File: config.mk
export PLATFORM = sky130hd
export DESIGN_NAME = axs_i2c_slave
export DESIGN_NICKNAME = d
export VERILOG_FILES = /design/src/axs_pkg.sv /design/src/axs_fifo.sv /design/src/axs_i2c_slave.sv
export SDC_FILE = /design/constraint.sdc
export NUM_CORES = 1
export LEC_CHECK = 0
export ABC_AREA = 0
export ABC_CLOCK_PERIOD_IN_PS = 4000
export CAP_MARGIN = 20
export CORE_ASPECT_RATIO = 0.8
export CORE_UTILIZATION = 40
export CTS_CLUSTER_DIAMETER = 80
export DETAILED_ROUTE_END_ITERATION = 8
export DONT_BUFFER_PORTS = 1
export GPL_TIMING_DRIVEN = 0
export PLACE_DENSITY_LB_ADDON = 0.3
export SKIP_CTS_REPAIR_TIMING = 1
export SLEW_MARGIN = 20
export SYNTH_ARGS = -nofsm -noshare
export SYNTH_HDL_FRONTEND = slang
export SYNTH_SLANG_ARGS = --single-unit
File: constraint.sdc
create_clock -name clk_sys -period 4 [get_ports clk_sys]
set_clock_uncertainty 0.05 [all_clocks]
set_input_delay 0 -clock clk_sys [delete_from_list [all_inputs] [get_ports clk_sys]]
set_output_delay 0 -clock clk_sys [all_outputs]
set_load 0.01 [all_outputs]
File: src/axs_pkg.sv
// package: constants and carrier types for the accelerometer i2c slave port
package axs_pkg;

  // upper six bits of the 7-bit slave address; the select pin supplies bit 0
  localparam logic [5:0] ADDR_UPPER = 6'h0e;
  // direction bit: 1 master reads, 0 master writes
  localparam logic DIR_READ = 1'b1;
  // register pointer width and reset value
  localparam int PTR_W = 8;
  localparam logic [7:0] PTR_RST = 8'h00;
  // register locations at and above this read back as zero
  localparam logic [7:0] REG_LIMIT = 8'h40;
  localparam logic [7:0] RESERVED_VAL = 8'h00;
  // bus rates the port must keep up with
  localparam int FAST_RATE_KHZ = 400;
  localparam int NORMAL_RATE_KHZ = 100;
  localparam int CLK_MHZ = 100;
  // system clocks per scl period at fast mode
  localparam int SCL_FAST_CYC = (CLK_MHZ * 1000) / FAST_RATE_KHZ;
  // fifo depth for written bytes
  localparam int WFIFO_DEPTH = 16;

  // one register write: pointer and byte
  typedef struct packed {
    logic [7:0] addr;
    logic [7:0] data;
  } axs_wr_s;

  // register read request towards the register file
  typedef struct packed {
    logic [7:0] addr;
  } axs_rd_s;

  // protocol states, gray coded along the address-then-data path
  typedef enum logic [2:0] {
    ST_IDLE = 3'b000,
    ST_ADDR = 3'b001,
    ST_AACK = 3'b011,
    ST_RXB  = 3'b010,
    ST_RACK = 3'b110,
    ST_TXB  = 3'b111,
    ST_TACK = 3'b101,
    ST_SKIP = 3'b100
  } axs_state_e;

endpackage

File: src/axs_fifo.sv
// file: small synchronous fifo with valid/ready on both sides
`timescale 1ns/1ps
module axs_fifo #(
  parameter int WIDTH = 16,
  parameter int DEPTH = 16
) (
  input wire logic clk_sys,
  input wire logic rstn,
  input wire logic [WIDTH-1:0] in_data,
  input wire logic in_valid,
  output logic in_ready,
  output logic [WIDTH-1:0] out_data,
  output logic out_valid,
  input wire logic out_ready
);
  localparam int AW = $clog2(DEPTH);
  logic [WIDTH-1:0] mem_q [DEPTH];
  logic [WIDTH-1:0] mem_d [DEPTH];
  logic [AW:0] wp_q, wp_d, rp_q, rp_d;
  logic push, pop;
  logic [AW:0] fill;

  // full when pointers differ only in the wrap bit
  assign in_ready = !((wp_q[AW] != rp_q[AW]) && (wp_q[AW-1:0] == rp_q[AW-1:0]));
  assign out_valid = (wp_q != rp_q);
  assign out_data = mem_q[rp_q[AW-1:0]];
  assign push = in_valid && in_ready;
  assign pop = out_valid && out_ready;
  // occupancy, read only by the full-flag check
  assign fill = wp_q - rp_q;

  // next pointers and storage
  always_comb begin
    wp_d = push ? wp_q + 1'b1 : wp_q;
    rp_d = pop ? rp_q + 1'b1 : rp_q;
    for (int i = 0; i < DEPTH; i++) begin
      mem_d[i] = mem_q[i];
    end
    if (push) begin
      mem_d[wp_q[AW-1:0]] = in_data;
    end
  end

  // registers; storage needs no reset
  always_ff @(posedge clk_sys) begin
    if (!rstn) begin
      wp_q <= '0;
      rp_q <= '0;
    end else begin
      wp_q <= wp_d;
      rp_q <= rp_d;
    end
    mem_q <= mem_d;
  end

  // full flag must mean exactly depth entries held
  a_fifo_full_count: assert property (@(posedge clk_sys) disable iff (!rstn)
    !in_ready |-> fill == DEPTH) else $error("fifo full flag off by one");
endmodule

File: src/axs_i2c_slave.sv
// file: i2c slave port of the accelerometer, protocol engine and write fifo
`timescale 1ns/1ps
module axs_i2c_slave #(
  parameter int FIFO_DEPTH = axs_pkg::WFIFO_DEPTH
) (
  input wire logic clk_sys,
  input wire logic rstn,
  input wire logic scl_i,
  input wire logic sda_i,
  output logic sda_o,
  output logic sda_oe,
  output logic scl_o,
  output logic scl_oe,
  input wire logic addr_select_pin,
  input wire logic core_powered,
  output axs_pkg::axs_rd_s rd_req,
  input wire logic [7:0] rd_data,
  output axs_pkg::axs_wr_s wr_out,
  output logic wr_valid,
  input wire logic wr_ready,
  input wire logic data_ready,
  output logic int_data_ready,
  output logic busy
);
  import axs_pkg::*;

  // two-stage synchronisers; the first stage feeds only the second
  logic [1:0] scl_s_q, sda_s_q, sel_s_q, pwr_s_q;
  logic scl_q, sda_q;
  always_ff @(posedge clk_sys) begin
    if (!rstn) begin
      scl_s_q <= 2'b11;
      sda_s_q <= 2'b11;
      sel_s_q <= 2'b00;
      pwr_s_q <= 2'b00;
      scl_q <= 1'b1;
      sda_q <= 1'b1;
    end else begin
      scl_s_q <= {scl_s_q[0], scl_i};
      sda_s_q <= {sda_s_q[0], sda_i};
      sel_s_q <= {sel_s_q[0], addr_select_pin};
      pwr_s_q <= {pwr_s_q[0], core_powered};
      scl_q <= scl_s_q[1];
      sda_q <= sda_s_q[1];
    end
  end

  logic scl, sda, pwr, scl_rise, scl_fall, start_ev, stop_ev;
  assign scl = scl_s_q[1];
  assign sda = sda_s_q[1];
  assign pwr = pwr_s_q[1];
  assign scl_rise = scl && !scl_q;
  assign scl_fall = !scl && scl_q;
  assign start_ev = pwr && scl && scl_q && sda_q && !sda;
  assign stop_ev = pwr && scl && scl_q && !sda_q && sda;

  // write fifo: the register side may stall, back-pressure nacks the master
  axs_wr_s fifo_in;
  logic fifo_push, fifo_ready;
  axs_fifo #(
    .WIDTH($bits(axs_wr_s)),
    .DEPTH(FIFO_DEPTH)
  ) u_wfifo (
    .clk_sys(clk_sys),
    .rstn(rstn),
    .in_data(fifo_in),
    .in_valid(fifo_push),
    .in_ready(fifo_ready),
    .out_data(wr_out),
    .out_valid(wr_valid),
    .out_ready(wr_ready)
  );

  axs_state_e st_q, st_d;
  logic [7:0] sh_q, sh_d, ptr_q, ptr_d;
  logic [2:0] cnt_q, cnt_d;
  logic busy_q, busy_d, idx_q, idx_d, ack_q, ack_d, oe_q, oe_d, bit_q, bit_d;
  logic [7:0] tx_byte;
  logic [6:0] my_addr;

  // select pin forms the address low bit
  assign my_addr = {ADDR_UPPER, sel_s_q[1]};
  assign tx_byte = (ptr_q >= REG_LIMIT) ? RESERVED_VAL : rd_data;
  assign rd_req.addr = ptr_q;

  // protocol engine next state; scl is oversampled, 250 clocks per fast bit
  always_comb begin
    st_d = st_q;
    sh_d = sh_q;
    ptr_d = ptr_q;
    cnt_d = cnt_q;
    busy_d = busy_q;
    idx_d = idx_q;
    ack_d = ack_q;
    oe_d = oe_q;
    bit_d = bit_q;
    fifo_push = 1'b0;
    fifo_in.addr = ptr_q;
    fifo_in.data = sh_q;
    if (!pwr) begin
      st_d = ST_IDLE;
      busy_d = 1'b0;
      oe_d = 1'b0;
    end else if (stop_ev) begin
      // stop ends the transfer and releases sda
      st_d = ST_IDLE;
      busy_d = 1'b0;
      oe_d = 1'b0;
    end else if (start_ev) begin
      // bus busy until stop; restart reenters address phase
      st_d = ST_ADDR;
      busy_d = 1'b1;
      cnt_d = 3'd0;
      oe_d = 1'b0;
    end else begin
      unique case (st_q)
        ST_IDLE, ST_SKIP: begin
          oe_d = 1'b0;
        end
        ST_ADDR, ST_RXB: begin
          // bits of an incoming byte sampled on scl rise
          if (scl_rise) begin
            sh_d = {sh_q[6:0], sda};
            cnt_d = cnt_q + 3'd1;
            if (cnt_q == 3'd7) begin
              st_d = (st_q == ST_ADDR) ? ST_AACK : ST_RACK;
              ack_d = 1'b0;
            end
          end
        end
        ST_AACK, ST_RACK: begin
          if (scl_fall && !ack_q) begin
            ack_d = 1'b1;
            if (st_q == ST_AACK) begin
              if (sh_q[7:1] == my_addr) begin
                // pull sda low through the ack clock
                oe_d = 1'b1;
                bit_d = 1'b0;
                idx_d = 1'b1;
              end else begin
                // foreign traffic, stay off the bus
                st_d = ST_SKIP;
              end
            end else if (idx_q) begin
              ptr_d = sh_q;
              idx_d = 1'b0;
              oe_d = 1'b1;
              bit_d = 1'b0;
            end else if (fifo_ready) begin
              // byte queued for the register file
              fifo_push = 1'b1;
              ptr_d = ptr_q + 8'd1;
              oe_d = 1'b1;
              bit_d = 1'b0;
            end
          end else if (scl_fall && ack_q) begin
            oe_d = 1'b0;
            cnt_d = 3'd0;
            if (st_q == ST_AACK && sh_q[0] == DIR_READ) begin
              // read returns indexed register after restart
              // first bit driven after scl fall
              st_d = ST_TXB;
              sh_d = {tx_byte[6:0], 1'b0};
              oe_d = !tx_byte[7];
              bit_d = 1'b0;
            end else begin
              st_d = ST_RXB;
            end
          end
        end
        ST_TXB: begin
          // new bit after each scl fall, open drain
          if (scl_fall) begin
            cnt_d = cnt_q + 3'd1;
            if (cnt_q == 3'd7) begin
              st_d = ST_TACK;
              oe_d = 1'b0;
            end else begin
              oe_d = !sh_q[7];
              sh_d = {sh_q[6:0], 1'b0};
            end
          end
        end
        ST_TACK: begin
          if (scl_rise) begin
            ack_d = sda;
            // acked byte advances pointer
            // rd_data follows the pointer, so moving it here has the next byte ready by the fall
            if (!sda) begin
              ptr_d = ptr_q + 8'd1;
            end
          end else if (scl_fall) begin
            if (!ack_q) begin
              st_d = ST_TXB;
              cnt_d = 3'd0;
              sh_d = {tx_byte[6:0], 1'b0};
              oe_d = !tx_byte[7];
            end else begin
              // nak releases sda for stop or restart
              st_d = ST_SKIP;
              oe_d = 1'b0;
            end
          end
        end
      endcase
    end
  end

  // protocol registers
  always_ff @(posedge clk_sys) begin
    if (!rstn) begin
      st_q <= ST_IDLE;
      sh_q <= 8'h00;
      ptr_q <= PTR_RST;
      cnt_q <= 3'd0;
      busy_q <= 1'b0;
      idx_q <= 1'b0;
      ack_q <= 1'b0;
      oe_q <= 1'b0;
      bit_q <= 1'b0;
    end else begin
      st_q <= st_d;
      sh_q <= sh_d;
      ptr_q <= ptr_d;
      cnt_q <= cnt_d;
      busy_q <= busy_d;
      idx_q <= idx_d;
      ack_q <= ack_d;
      oe_q <= oe_d;
      bit_q <= bit_d;
    end
  end

  // open drain: only ever drives low; scl is never stretched
  assign sda_o = bit_q;
  assign sda_oe = oe_q && pwr;
  assign scl_o = 1'b0;
  assign scl_oe = 1'b0;
  assign busy = busy_q;

  logic int_q, int_d;
  always_comb begin
    int_d = data_ready && pwr;
  end
  always_ff @(posedge clk_sys) begin
    if (!rstn) begin
      int_q <= 1'b0;
    end else begin
      int_q <= int_d;
    end
  end
  assign int_data_ready = int_q;

  localparam int MIN_HALF = SCL_FAST_CYC / 2;

  // assertions
  a_start_busy: assert property (@(posedge clk_sys) disable iff (!rstn)
    start_ev |=> busy) else $error("start did not mark bus busy");
  a_stop_release: assert property (@(posedge clk_sys) disable iff (!rstn)
    stop_ev |=> !busy && !sda_oe) else $error("stop did not end transfer");
  a_addr_match: assert property (@(posedge clk_sys) disable iff (!rstn)
    (st_q == ST_AACK && scl_fall && !ack_q && sh_q[7:1] != my_addr && pwr
    && !start_ev && !stop_ev) |=> st_q == ST_SKIP) else $error("mismatched address not skipped");
  a_skip_quiet: assert property (@(posedge clk_sys) disable iff (!rstn)
    st_q == ST_SKIP |-> !sda_oe) else $error("sda driven for foreign traffic");
  a_unpowered: assert property (@(posedge clk_sys) disable iff (!rstn)
    !pwr |-> !sda_oe ##1 (!busy_q && !sda_oe)) else $error("bus touched while unpowered");
  a_ack_low: assert property (@(posedge clk_sys) disable iff (!rstn)
    (st_q inside {ST_AACK, ST_RACK}) && sda_oe |-> sda_o == 1'b0) else $error("ack not low");
  a_tx_after_fall: assert property (@(posedge clk_sys) disable iff (!rstn)
    (st_q == ST_TXB) && $changed(oe_q) && !$past(stop_ev) && !$past(start_ev)
    |-> $past(scl_fall)) else $error("tx bit changed outside scl low");
  a_nak_release: assert property (@(posedge clk_sys) disable iff (!rstn)
    (st_q == ST_TACK && scl_fall && ack_q) |=> !sda_oe) else $error("sda held after nak");
  a_burst_incr: assert property (@(posedge clk_sys) disable iff (!rstn)
    (st_q == ST_TACK && scl_rise && !sda && pwr && !stop_ev)
    |=> ptr_q == $past(ptr_q) + 8'd1) else $error("burst read pointer not advanced");
  a_write_incr: assert property (@(posedge clk_sys) disable iff (!rstn)
    fifo_push |=> ptr_q == $past(ptr_q) + 8'd1) else $error("write pointer not advanced");
  a_int_follow: assert property (@(posedge clk_sys) disable iff (!rstn)
    data_ready && pwr |=> int_data_ready) else $error("interrupt did not follow data ready");
  a_ack_in_time: assert property (@(posedge clk_sys) disable iff (!rstn)
    (st_q == ST_AACK && scl_fall && !ack_q && sh_q[7:1] == my_addr && pwr
    && !start_ev && !stop_ev) |-> ##[1:MIN_HALF] sda_oe) else $error("ack late for fast mode");

  c_write: cover property (@(posedge clk_sys) disable iff (!rstn) fifo_push);
  c_read: cover property (@(posedge clk_sys) disable iff (!rstn) st_q == ST_TXB);
  c_nak: cover property (@(posedge clk_sys) disable iff (!rstn) st_q == ST_TACK && scl_fall && ack_q);
  c_foreign: cover property (@(posedge clk_sys) disable iff (!rstn) st_q == ST_SKIP);
endmodule

* After elaboration in Yosys (flattened, before gate mapping)
Cells that the tools add are included.
** Word-level totals
- Input port bits :: 16
- Logic and storage cells :: 226
- Bits in registers :: 304
- Output and inout port bits :: 31
** Cells by class
- $add $sub $neg :: 4
- $lt $le $gt $ge :: 4
- Bitwise gates (word level) :: 6
- Mux-type cells :: 82
- Reductions and logical operators :: 47
- Equality and inequality tests :: 48
** Operators by type and width (number)
- $bwmux 256 :: 1
- $mux 8 :: 16
- $bmux 16 s4 :: 1
- $demux 16 s4 :: 1
- $mux 3 :: 20
- $mux 16 :: 3
- $ne 3x3->1 const B :: 13
- $mux 1 :: 33
- $pmux 8 s4 :: 1
- $ne 2x2->1 const B :: 15
- $reduce_and 10->1 :: 3
- $pmux 3 s4 :: 2
- $ne 4x4->1 const B :: 5
- $logic_and 1x1->1 :: 17
- $pmux 8 s2 :: 1
- $reduce_and 8->1 :: 2
- $eq 3x3->1 const B :: 5
- $reduce_and 13->1 :: 1
- $add 5x1->5 const B :: 2
- $ge 5x5->1 const B :: 2
- $not 4->5 :: 2
- $reduce_and 9->1 :: 1
- $add 8x1->8 const B :: 1
- $ge 8x7->1 const B :: 1
- 26 further kinds :: 42

* Logic depth before layout (Yosys ltp)
- Depth in word-level cells :: 11
- Mapped depth :: 8
- Depth with buffers taken out :: 7

* Cells and area by module
Synthesis repeated with hierarchy kept, for this count alone.
** Unflattened totals
- Cell total of the unflattened synthesis :: 726
- Area total of the unflattened synthesis :: 12703.4 µm²
** By module, submodules not included
- axs_fifo :: cells an instance 453, sequential area each 7887.6 µm², times used 1, area each 10351.2 µm²
- axs_i2c_slave :: cells an instance 273, sequential area each 740.7 µm², times used 1, area each 2352.3 µm²

* Least setup slack after synthesis
OpenSTA, ideal clock, no wires.
- Path kind :: reg-to-reg
- From :: register ack_q
- To :: register u_wfifo.mem_q[192] in the netlist's numbering (enable)
- Required time :: 3541 ps
- Path slack :: 778 ps
- Arrival time :: 2762 ps
- Cell stages (with the launch flop) :: 8
- Path buffers :: 2
- Setup time :: 409 ps
- Clock period less this slack :: 3222 ps
- Cells stage by stage :: dfxtp_1 > buf_6 > nor3b_1 > nand4b_1 > a211oi_1 > clkbuf_1 > nand2_1 > nor3_1
** On the way
- Cells in the longest elaborated chain, start to end :: 8
** RTL lines
- from (decl) :: RTL line axs_i2c_slave.sv:77 : logic busy_q, busy_d, idx_q, idx_d, ack_q, ack_d, oe_q, oe_d, bit_q, bit_d;
- from (signal assigned) :: RTL line axs_i2c_slave.sv:228 : ack_q <= ack_d;
- $logic_not 1->1
- $logic_and 1x1->1 :: RTL line axs_i2c_slave.sv:132 : if (scl_fall && !ack_q) begin
- $mux 1 :: RTL line axs_i2c_slave.sv:132
- $mux 1 :: RTL line axs_i2c_slave.sv:116 : unique case (st_q)
- $mux 1 :: RTL line axs_i2c_slave.sv:109 : end else if (start_ev) begin
- $mux 1 :: RTL line axs_i2c_slave.sv:104 : end else if (stop_ev) begin
- $mux 1 :: RTL line axs_i2c_slave.sv:100 : if (!pwr) begin
- $logic_and 1x1->1 :: RTL line axs_fifo.sv:27 : assign push = in_valid && in_ready;
- to (signal assigned) :: RTL line axs_fifo.sv:53 : mem_q <= mem_d;
- to (decl) :: RTL line axs_fifo.sv:17 : logic [WIDTH-1:0] mem_q [DEPTH];
No other way between the ends.
A chain may end at the register's enable or synchronous reset.

==> impl_metrics.toml <==
[route]
drt_pass1_iterations = 5
drtIter0Drc = 972
vias = 7069
ant_nets = 0
viasPerCell = 5.59
drc = 0
wl_um = 28600
post_drt_wl_per_cell_um = 22.6

[die]
die-height_um = 161
rows = 57
core_area_um2 = 30700
dieArea_um2 = 32200
die_w_um = 200
initial_utilization_pct = 41.1
io_pins = 47

[worst_setup_path]
crit_fanout = 10
start_kind = "register"
setup.worst_path.end = "wr_out[3]"
slowest_stage = "clkbuf_1"
critPathRequiredTime_ps = 3950
crit_start = "u_wfifo.rp_q[2]"
path_cells = "clkbuf_1 -> clkbuf_1 -> clkbuf_1 -> mux2i_1 -> a21oi_1"
cpPeakStageDelay_ps = 840
arrival_ps = 3450
crit_path_end_kind = "primary output"
path_buf_inv = 3
cp_top_family = "buffers and inverters"
cp.depth = 5
rr_worst_depth = 6
r2r_start = "u_wfifo.rp_q[2]"
path_common_cell = "clkbuf_1"
critPathKind = "register to primary output"
regToRegSetupSlack_ps = 600
r2r-end = "u_wfifo.mem_q[119]"

[grt]
grt_pass1_vias = 6916
grt_max_degree = 24
antenna_found_initial = 0
overflow = 0
grtUsageTotal_pct = 17.9
grt_pass1_wl_um = 43400

[finish]
drive_gt1_share_pct = 15.6
num_antenna_cells = 0
area_delta_synth_final_pct = 13.9
final_nets = 852
final_cell_mix = "256 x edfxtp_1, 64 x mux4_2, 47 x dfxtp_1, 39 x nand2_1, 38 x clkbuf_1"
final_cell_count_no_fill = 1264
final_common_cell = "edfxtp_1"

[yosys]
async_flop_share_pct = 0
synth_area_um2 = 12600
yosysTopAreaCell = "edfxtp_1"
netlist.area_leader.share_pct = 61.0
synth-seq-area-share_pct = 68.5
postSynthCellCount = 770
yosysUniqueCellTypes = 68
ys_warn_count = 0
synth_edf_count = 256
ys_top_cells_by_area = "edfxtp_1 61%, mux4_2 11%, dfxtp_1 7.5%, mux2i_1 2.5%, nand2_1 1.2%"
syn_avg_cell_area_um2 = 16.4
ys_ff_latch = 303
ys.flop_type = "edfxtp_1"

[clocking]
cts_buffer_depth = 3
cts_tree = "yes"
root_buffer = "clkbuf_16"
clock_latency_ps = 560
numCtsBuffers = 29
h-tree-depth = 1
clk_pin_slew_ps = 70
numClockSinks = 303

[timing]
rsz0062_at_grt = "no"
finalSetupViolCount = 0
max_freq_mhz = 286
worst_slack_ps = 498
final_hold_viol_count = 0
final.period_utilization_pct = 87.5
slew_viol_final = 0
worst_pin_slew_ps = 1120
finalCriticalPeriod_ps = 3500
timing.slew.headroom_pct = 24.5

[place]
place_hpwl_um = 18500
pre_cts_ws_ps = 587
portBuffers = 0
gp_congestion = 0.838
dp_cells = 1187

[run]
drv_cap = 0

[power]
powerDensity_nw_per_um2 = 433
net-switching-power_mw = 1.19
p_sw_share_pct = 19.2
p_seq_share_pct = 54.4
irDropWorstVdd_mv = 0.279
clkPwrFrac_pct = 44.8
p_comb_share_pct = 0.7
power_leakage_nw = 4.05
p_int_mw = 5.02

[status]
status = "complete, no violations"

[hold_path]
hp-class = "input pin to register"
[routing by layer]
metal  track usage (%)  part of all wire (%)
met5                 0                     0
met4              3.68                   1.6
met2              26.6                    44
met1              27.2                    48
met3              3.75                   6.5
[sequential cells by signal, summed over array words and instances (netlist names), 2 cells and up]
signal	cells
u_wfifo.mem_q	256
rd_req	8
sh_q	8
u_wfifo.rp_q	5
u_wfifo.wp_q	5
cnt_q	3
st_q	3
pwr_s_q	2
scl_s_q	2
sda_s_q	2
sel_s_q	2
[kinds of logic (layout without fill, tap and decap cells)]
logic type | Yosys count | in the layout | share of synthesized area (%)
xor+xnor | 15 | 15 | 1.04
other cells | 1 | 3 | 0.0298
simple gates | 175 | 175 | 7.70
buf+inv | 64 | 143 | 2.19
mux | 97 | 97 | 14.1
fa+ha+maj | 8 | 8 | 0.794
flops | 303 | 303 | 68.5
compound gates | 107 | 107 | 5.70
[power by group through the flow]
| stage | Sequential [mW] | Clock, mW | Combinational [mW] |
|---|---|---|---|
| finish | 3.38 | 2.78 | 0.0453 |
| global route | 3.38 | 2.94 | 0.0493 |
| CTS | 3.38 | 2.82 | 0.0325 |
| detailed placement | 3.45 | 0 | 0.0324 |
| global placement | 3.45 | 0 | 0.0322 |
| floorplan | 3.45 | 0 | 0.0242 |
[worst register-to-register path, delay by kind of cell, from the launching register on]
kind / cells / cell delay (ps)
buffers and inverters: 2 / 900
XOR/XNOR: 1 / 220
flip-flops: 1 / 310
AND/OR/NAND/NOR: 2 / 1020
AO/OA/AOI/OAI: 1 / 500
[metrics by stage]
stage	total power [mW]	hold slack (ps)	TNS [ps]	util, %	cell area (um^2)
2_1_floorplan	3.47	51.5	0	-	12600
3_3_place_gp	3.48	53.6	-14040	42.8	13100
3_5_place_dp	3.48	56.3	0	42.9	13200
4_1_cts	6.23	-526	0	46.0	14100
5_1_grt	6.37	39.3	0	46.8	14300
6_report	6.21	35.2	0	46.8	14300
[synth_stat cells (3+ instances only)]
cell type,number
a211oi_1,18
edfxtp_1,256
a31o_2,4
nor2_1,27
buf_4,3
xor2_1,8
nor3_1,7
buf_2,8
xnor2_1,7
nand3_1,3
o22ai_1,3
buf_1,6
clkbuf_1,32
a31oi_1,4
nand2b_1,11
dfxtp_1,47
nor2b_1,21
nor4_1,3
ha_1,8
and2_1,8
o21ai_0,23
mux4_2,64
and3_1,23
o221a_2,3
nor3b_1,7
nand2_1,39
a21oi_1,27
nand4_1,6
inv_1,13
nand3b_1,5
mux2i_1,32
nand4b_1,3
[how the worst min path moves through the flow]
stage / end / slack, ps / cells past startpoint / start
6_report: sda_s_q[0] / 40 / 2 / sda_i
5_1_grt: scl_s_q[0] / 40 / 2 / scl_i
4_1_cts: sda_s_q[0] / -530 / 1 / sda_i
3_5_place_dp: sda_s_q[0] / 60 / 1 / sda_i
3_3_place_gp: sda_s_q[0] / 50 / 1 / sda_i
2_1_floorplan: scl_s_q[0] / 50 / 1 / scl_i
[final cells by class]
class / count / area, um^2
Tap cell: 413 / 517
Timing Repair Buffer: 25 / 245
Clock buffer: 38 / 812
Inverter: 13 / 48.8
Clock inverter: 16 / 154
Multi-Input combinational cell: 405 / 3710
Buffer: 51 / 228
Sequential cell: 303 / 8630
Fill cell: 2641 / 16300
Power figures use the tool's default switching activity.
